[config.mk]
export PLATFORM = sky130hd
export DESIGN_NAME = vsoc_strobe_ctrl
export DESIGN_NICKNAME = d
export VERILOG_FILES = /design/src/vsoc_pkg.sv /design/src/vsoc_strobe_ctrl.sv
export VERILOG_INCLUDE_DIRS = /design/src
export SDC_FILE = /design/constraint.sdc
export NUM_CORES = 1
export LEC_CHECK = 0
export BUFFER_PORTS_ARGS = -buffer_cell sky130_fd_sc_hd__buf_2
export CORE_AREA = 4 4 41 43
export CTS_CLUSTER_DIAMETER = 60
export DETAILED_ROUTE_END_ITERATION = 10
export DIE_AREA = 0 0 45 47
export SYNTH_ARGS = -nofsm -noshare
export SYNTH_HDL_FRONTEND = slang
export SYNTH_SLANG_ARGS = --single-unit
[constraint.sdc]
create_clock -name clock_i -period 0.8 [get_ports clock_i]
set_input_delay 0.08 -clock clock_i [delete_from_list [all_inputs] [get_ports clock_i]]
set_output_delay 0.08 -clock clock_i [all_outputs]
set_load 0.05 [all_outputs]
[src/vsoc_defines.svh]
`ifndef VSOC_DEFINES_SVH
`define VSOC_DEFINES_SVH

// Mode bit value loaded at reset
`define VSOC_MODE_BIT_RST 1'b0
// Strobe levels
`define VSOC_STROBE_IDLE  1'b1
`define VSOC_STROBE_ACT   1'b0
// Synchroniser level while the pins are idle
`define VSOC_PIN_IDLE     2'h3

`endif

[src/vsoc_pkg.sv]
package vsoc_pkg;

  typedef enum logic [1:0] {
    VSOC_ACC_NONE,
    VSOC_ACC_READ,
    VSOC_ACC_WRITE,
    VSOC_ACC_SHIFT_LOAD
  } vsoc_acc_t;

  typedef enum logic [1:0] {
    VSOC_ST_IDLE,
    VSOC_ST_ROW,
    VSOC_ST_EXTEND
  } vsoc_state_t;

endpackage : vsoc_pkg

[src/vsoc_strobe_ctrl.sv]
`timescale 1ns/1ps
`include "vsoc_defines.svh"

// Behaviour
// - Hold column strobe past row end, one clock
// - Early row end gains precharge clock
// - Sample column enable zero at mode load
// - Transfer enable low during shift load
// - Transfer enable high during writes
// - Read: transfer enable follows column strobe
// - Page mode read toggles transfer enable
module vsoc_strobe_ctrl (
  // Clock and reset
  input  wire logic clock_i,
  input  wire logic nrst_i,
  // Controller core
  input  wire logic row_active_i,
  input  wire logic access_write_i,
  input  wire logic shift_load_i,
  input  wire logic single_bank_sequencing_i,
  input  wire logic mode_load_i,
  // Pins from processor side
  input  wire logic column_enable_in_n_i,
  input  wire logic column_enable_in_zero_i,
  // Memory strobes and mode bit
  output logic      row_strobe_n_o,
  output logic      column_strobe_n_o,
  output logic      transfer_output_enable_o,
  output logic      extra_mode_o
);

  // ----------------------------------------
  // Reset release
  // ----------------------------------------
  logic rst_s1_q;
  logic rst_s1_d;
  logic rst_n_q;
  logic rst_n_d;

  always_comb
  begin
    rst_s1_d = 1'b1;
    rst_n_d  = rst_s1_q;
  end

  always_ff @(posedge clock_i or negedge nrst_i)
  begin
    if (!nrst_i)
    begin
      rst_s1_q <= 1'b0;
      rst_n_q  <= 1'b0;
    end
    else
    begin
      rst_s1_q <= rst_s1_d;
      rst_n_q  <= rst_n_d;
    end
  end

  // ----------------------------------------
  // Pin synchronisers
  // ----------------------------------------
  logic [1:0] cen_s1_q;
  logic [1:0] cen_s1_d;
  logic [1:0] cen_s2_q;
  logic [1:0] cen_s2_d;

  always_comb
  begin
    cen_s1_d = {column_enable_in_zero_i, column_enable_in_n_i};
    cen_s2_d = cen_s1_q;
  end

  always_ff @(posedge clock_i or negedge rst_n_q)
  begin
    if (!rst_n_q)
    begin
      cen_s1_q <= `VSOC_PIN_IDLE;
      cen_s2_q <= `VSOC_PIN_IDLE;
    end
    else
    begin
      cen_s1_q <= cen_s1_d;
      cen_s2_q <= cen_s2_d;
    end
  end

  // ----------------------------------------
  // Strobe sequencing
  // ----------------------------------------
  vsoc_pkg::vsoc_state_t state_q;
  vsoc_pkg::vsoc_state_t state_d;
  logic                  row_n_d;
  logic                  col_n_d;
  logic                  xfer_d;
  logic                  mode_d;
  logic                  mode_q;
  logic                  write_q;
  logic                  write_d;

  always_comb
  begin
    state_d = state_q;
    row_n_d = `VSOC_STROBE_IDLE;
    col_n_d = `VSOC_STROBE_IDLE;
    case (state_q)
      vsoc_pkg::VSOC_ST_IDLE:
      begin
        if (row_active_i)
        begin
          state_d = vsoc_pkg::VSOC_ST_ROW;
          row_n_d = `VSOC_STROBE_ACT;
        end
      end
      vsoc_pkg::VSOC_ST_ROW:
      begin
        if (row_active_i)
        begin
          row_n_d = `VSOC_STROBE_ACT;
          col_n_d = cen_s2_q[0];
        end
        else if (single_bank_sequencing_i && !cen_s2_q[0])
        begin
          // Row ends early, column keeps data valid
          state_d = vsoc_pkg::VSOC_ST_EXTEND;
          col_n_d = `VSOC_STROBE_ACT;
        end
        else
          state_d = vsoc_pkg::VSOC_ST_IDLE;
      end
      vsoc_pkg::VSOC_ST_EXTEND:
      begin
        // Extension lasts exactly one clock
        state_d = vsoc_pkg::VSOC_ST_IDLE;
        col_n_d = `VSOC_STROBE_IDLE;
      end
      default:
        state_d = vsoc_pkg::VSOC_ST_IDLE;
    endcase
    // Transfer enable
    if (shift_load_i)
      xfer_d = `VSOC_STROBE_ACT;
    else if (write_d && state_d != vsoc_pkg::VSOC_ST_IDLE)
      xfer_d = `VSOC_STROBE_IDLE;
    else
      xfer_d = col_n_d;
  end

  always_ff @(posedge clock_i or negedge rst_n_q)
  begin
    if (!rst_n_q)
    begin
      state_q                  <= vsoc_pkg::VSOC_ST_IDLE;
      row_strobe_n_o           <= `VSOC_STROBE_IDLE;
      column_strobe_n_o        <= `VSOC_STROBE_IDLE;
      transfer_output_enable_o <= `VSOC_STROBE_IDLE;
    end
    else
    begin
      state_q                  <= state_d;
      row_strobe_n_o           <= row_n_d;
      column_strobe_n_o        <= col_n_d;
      transfer_output_enable_o <= xfer_d;
    end
  end

  // ----------------------------------------
  // Access kind
  // ----------------------------------------
  // Latched as the row opens, held to its end
  always_comb
  begin
    write_d = write_q;
    if (state_q == vsoc_pkg::VSOC_ST_IDLE && row_active_i)
      write_d = access_write_i;
  end

  always_ff @(posedge clock_i or negedge rst_n_q)
  begin
    if (!rst_n_q)
    begin
      write_q <= 1'b0;
    end
    else
    begin
      write_q <= write_d;
    end
  end

  // ----------------------------------------
  // Mode capture
  // ----------------------------------------
  // Follows the synced pin while mode load lasts
  always_comb
  begin
    mode_d = mode_q;
    if (mode_load_i)
      mode_d = cen_s2_q[1];
  end

  always_ff @(posedge clock_i or negedge rst_n_q)
  begin
    if (!rst_n_q)
    begin
      mode_q <= `VSOC_MODE_BIT_RST;
    end
    else
    begin
      mode_q <= mode_d;
    end
  end

  assign extra_mode_o = mode_q;

endmodule : vsoc_strobe_ctrl

==> flow_summary.yaml <==
routing:
  drcViolationCount: 0
  post_drt_via_cell_ratio: 4.03
  vias: 258
  ant_nets: 0
  drt_wl_total_um: 728
  drt_iter0_drc: 5
  dr.pass1.iters: 2
  post_drt_wl_per_cell_um: 11.4
power_and_ir_drop:
  ir_worst_vdd_v: 0.00117
  cellPowerDensity_nw_per_um2: 2010
  p_leak_nw: 0.307
synth:
  syn_inst: 25
  yosys_warnings: 0
  synthTopCellsByCount: "dfstp_2, dfrtp_1, inv_1"
  yosys_most_used_dff: "dfstp_2"
  synth-seq-cells: 13
  synth-edff-count: 0
  synth_nets: 34
  netlist_area_sq_um: 427
  synth.most_common_cell: "dfstp_2"
  async_flop_share_pct: 100
  avgSynthCellArea_sq_um: 17.1
  ys_seq_area_share_pct: 78.3
  synth.distinct_cells: 13
  synth.top_cell.area_share_pct: 43.1
  synthTopCellsByArea: "dfstp_2, dfrtp_1, mux2_4"
  synth_area_leader_cell: "dfstp_2"
grt:
  grt_max_degree: 12
  grt_pass1_wl_um: 1320
  grt_util_all_layers_pct: 9.19
  antenna_found_initial: 0
  grt_pass1_vias: 291
  gr-total-overflow: 0
critical_path:
  worst-path-buf-inv: 0
  reg2reg_from: "state_q[1]$_DFF_PN0_"
  crit_slowest_cell: "dfrtp_1"
  arrival_ps: 1200
  rr_worst_depth: 2
  critPathKind: "reg -> reg"
  rrSetupSlack_ps: -250
  crit_required_ps: 950
  crit_family: "flip-flops"
  timing.critical_path.from: "state_q[1]$_DFF_PN0_"
  cp-end-kind: "register"
  path_cells: "nor3b_2 > mux2_4"
  crit_end: "write_q$_DFF_PN0_"
  critPathMaxFanout: 2
  max_stage_delay_ps: 400
  start_kind: "register"
  r2r-end: "write_q$_DFF_PN0_"
  cp_num_cells: 2
die:
  die_h_um: 47
  rows: 13
  ios: 13
  chipWidth_um: 45
  dieArea_sq_um: 2120
  coreArea_sq_um: 1300
  initial_utilization_pct: 32.8
final_layout:
  drive_above_1_share_pct: 67.3
  num-fill-cells: 117
  diodes: 0
  area_growth_pct: 55.1
  nets: 59
cts:
  clk_latency_ps: 260
  root_buffer: "clkbuf_4"
  cts_made_buffers: 3
  cts_sinks: 13
  clk_pin_slew_ps: 70
  clockBufferDepth: 2
  cts_tree: "yes"
  htree_levels: 1
hold_path:
  min_from: "access_write_i"
  min_path_type: "in -> reg"
sta:
  rsz0062_at_grt: "true"
  fin_ws_ps: -249
  final_hold_viol_count: 0
  fin_crit_sh_pct: 131
  period_minus_slack_ps: 1050
  finalSetupViolCount: 10
  finalClockSkew_ps: 4.10
  tns_ps: -1930
  fmax_mhz: 953
  hold_slack_ps: 64.8
  slew_viol_final: 0
flow_run:
  cap_violations: 0
placement:
  place.gp.congestion: 0.672
  post-place-ws_ps: -246
  detailed_place_hpwl_um: 541
  io_buffers: 12
status:
  violations: "setup timing"
  status: "finished, violations left"
-- cell families (layout without fill, tap and decap cells) --
kind of cell	after synthesis	count (layout)	share of synthesized area [%]
flip-flops	13	13	78.3
AND/OR/NAND/NOR	6	6	10.8
multiplexers	2	2	6.16
buffers and inverters	2	26	1.76
other	1	1	0.879
AO/OA/AOI/OAI	1	1	2.05
-- stage by stage --
| stage | util, % | instance area (sq um) | power [mW] | cells |
|---|---|---|---|---|
| 6_report | 50.9 | 662 | 1.33 | 64 |
| 5_1_grt | 50.9 | 662 | 1.42 | 64 |
| 4_1_cts | 50.9 | 662 | 1.35 | 64 |
| 3_5_place_dp | 39.5 | 514 | 0.894 | 53 |
| 3_3_place_gp | 39.5 | 514 | 0.885 | 53 |
| 2_1_floorplan | - | 428 | 0.843 | 25 |
-- sequential cells by signal, summed over array words and instances (netlist names) --
register / flops
column_strobe_n_o: 1
extra_mode_o: 1
state_q: 2
rst_n_q: 1
cen_s2_q: 2
rst_n_d: 1
row_strobe_n_o: 1
cen_s1_q: 2
write_q: 1
transfer_output_enable_o: 1
-- worst min-delay path by stage --
stage / to / cells past startpoint
floorplan: rst_n_d$_DFF_PN0_ / 0
global placement: rst_n_d$_DFF_PN0_ / 1
detailed placement: rst_n_d$_DFF_PN0_ / 1
CTS: write_q$_DFF_PN0_ / 2
global route: extra_mode_o$_DFFE_PN0P_ / 2
finish: write_q$_DFF_PN0_ / 2
-- layout make-up --
cell class                 instances  area, sq um  share of cell area (%)
multi-input combinational         10          100                    15.1
clock buffer                       4         26.3                    3.97
timing repair buffer              20          174                    26.3
sequential                        13          335                    50.7
tap                               15         18.8                    2.84
inverter                           2         7.51                    1.13
-- metal layers --
metal,part of all wire (%),wire (um),up-vias,GRT usage [%]
li1,-,-,130,-
met1,39,281,120,10.9
met2,54,391,8,15.3
met3,7.6,55,0,3.45
met4,0,0,0,3.51
met5,0,0,-,0
-- layout by cell type, fill, tap and decap left out --
cell type / n
clkbuf_1: 1
a41oi_2: 1
dlygate4sd3_1: 4
conb_1: 1
inv_1: 2
buf_8: 3
buf_4: 2
or2b_1: 1
dfrtp_1: 5
mux2_4: 1
nor2_4: 1
dfstp_2: 7
and4b_2: 1
buf_6: 3
mux2_2: 1
nand3_1: 1
nor3b_2: 1
dfrtp_2: 1
buf_2: 8
or2_1: 1
clkbuf_4: 3
-- where the power goes --
group	internal, mW	leakage (nW)	switching, mW
combinational	0.106	0.147	0.0960
sequential	0.716	0.145	0.0320
clock	0.193	0.0150	0.186
total	1.01	0.307	0.314
-- timing repair --
item	CTS	global route
setup endpoints to repair	10	11
hold buffers	4	0
pin swaps	3	0
hold endpoints to repair	5	0
buffers inserted	3	0
resized for setup	16	0
(Power assumes the default switching activity.)
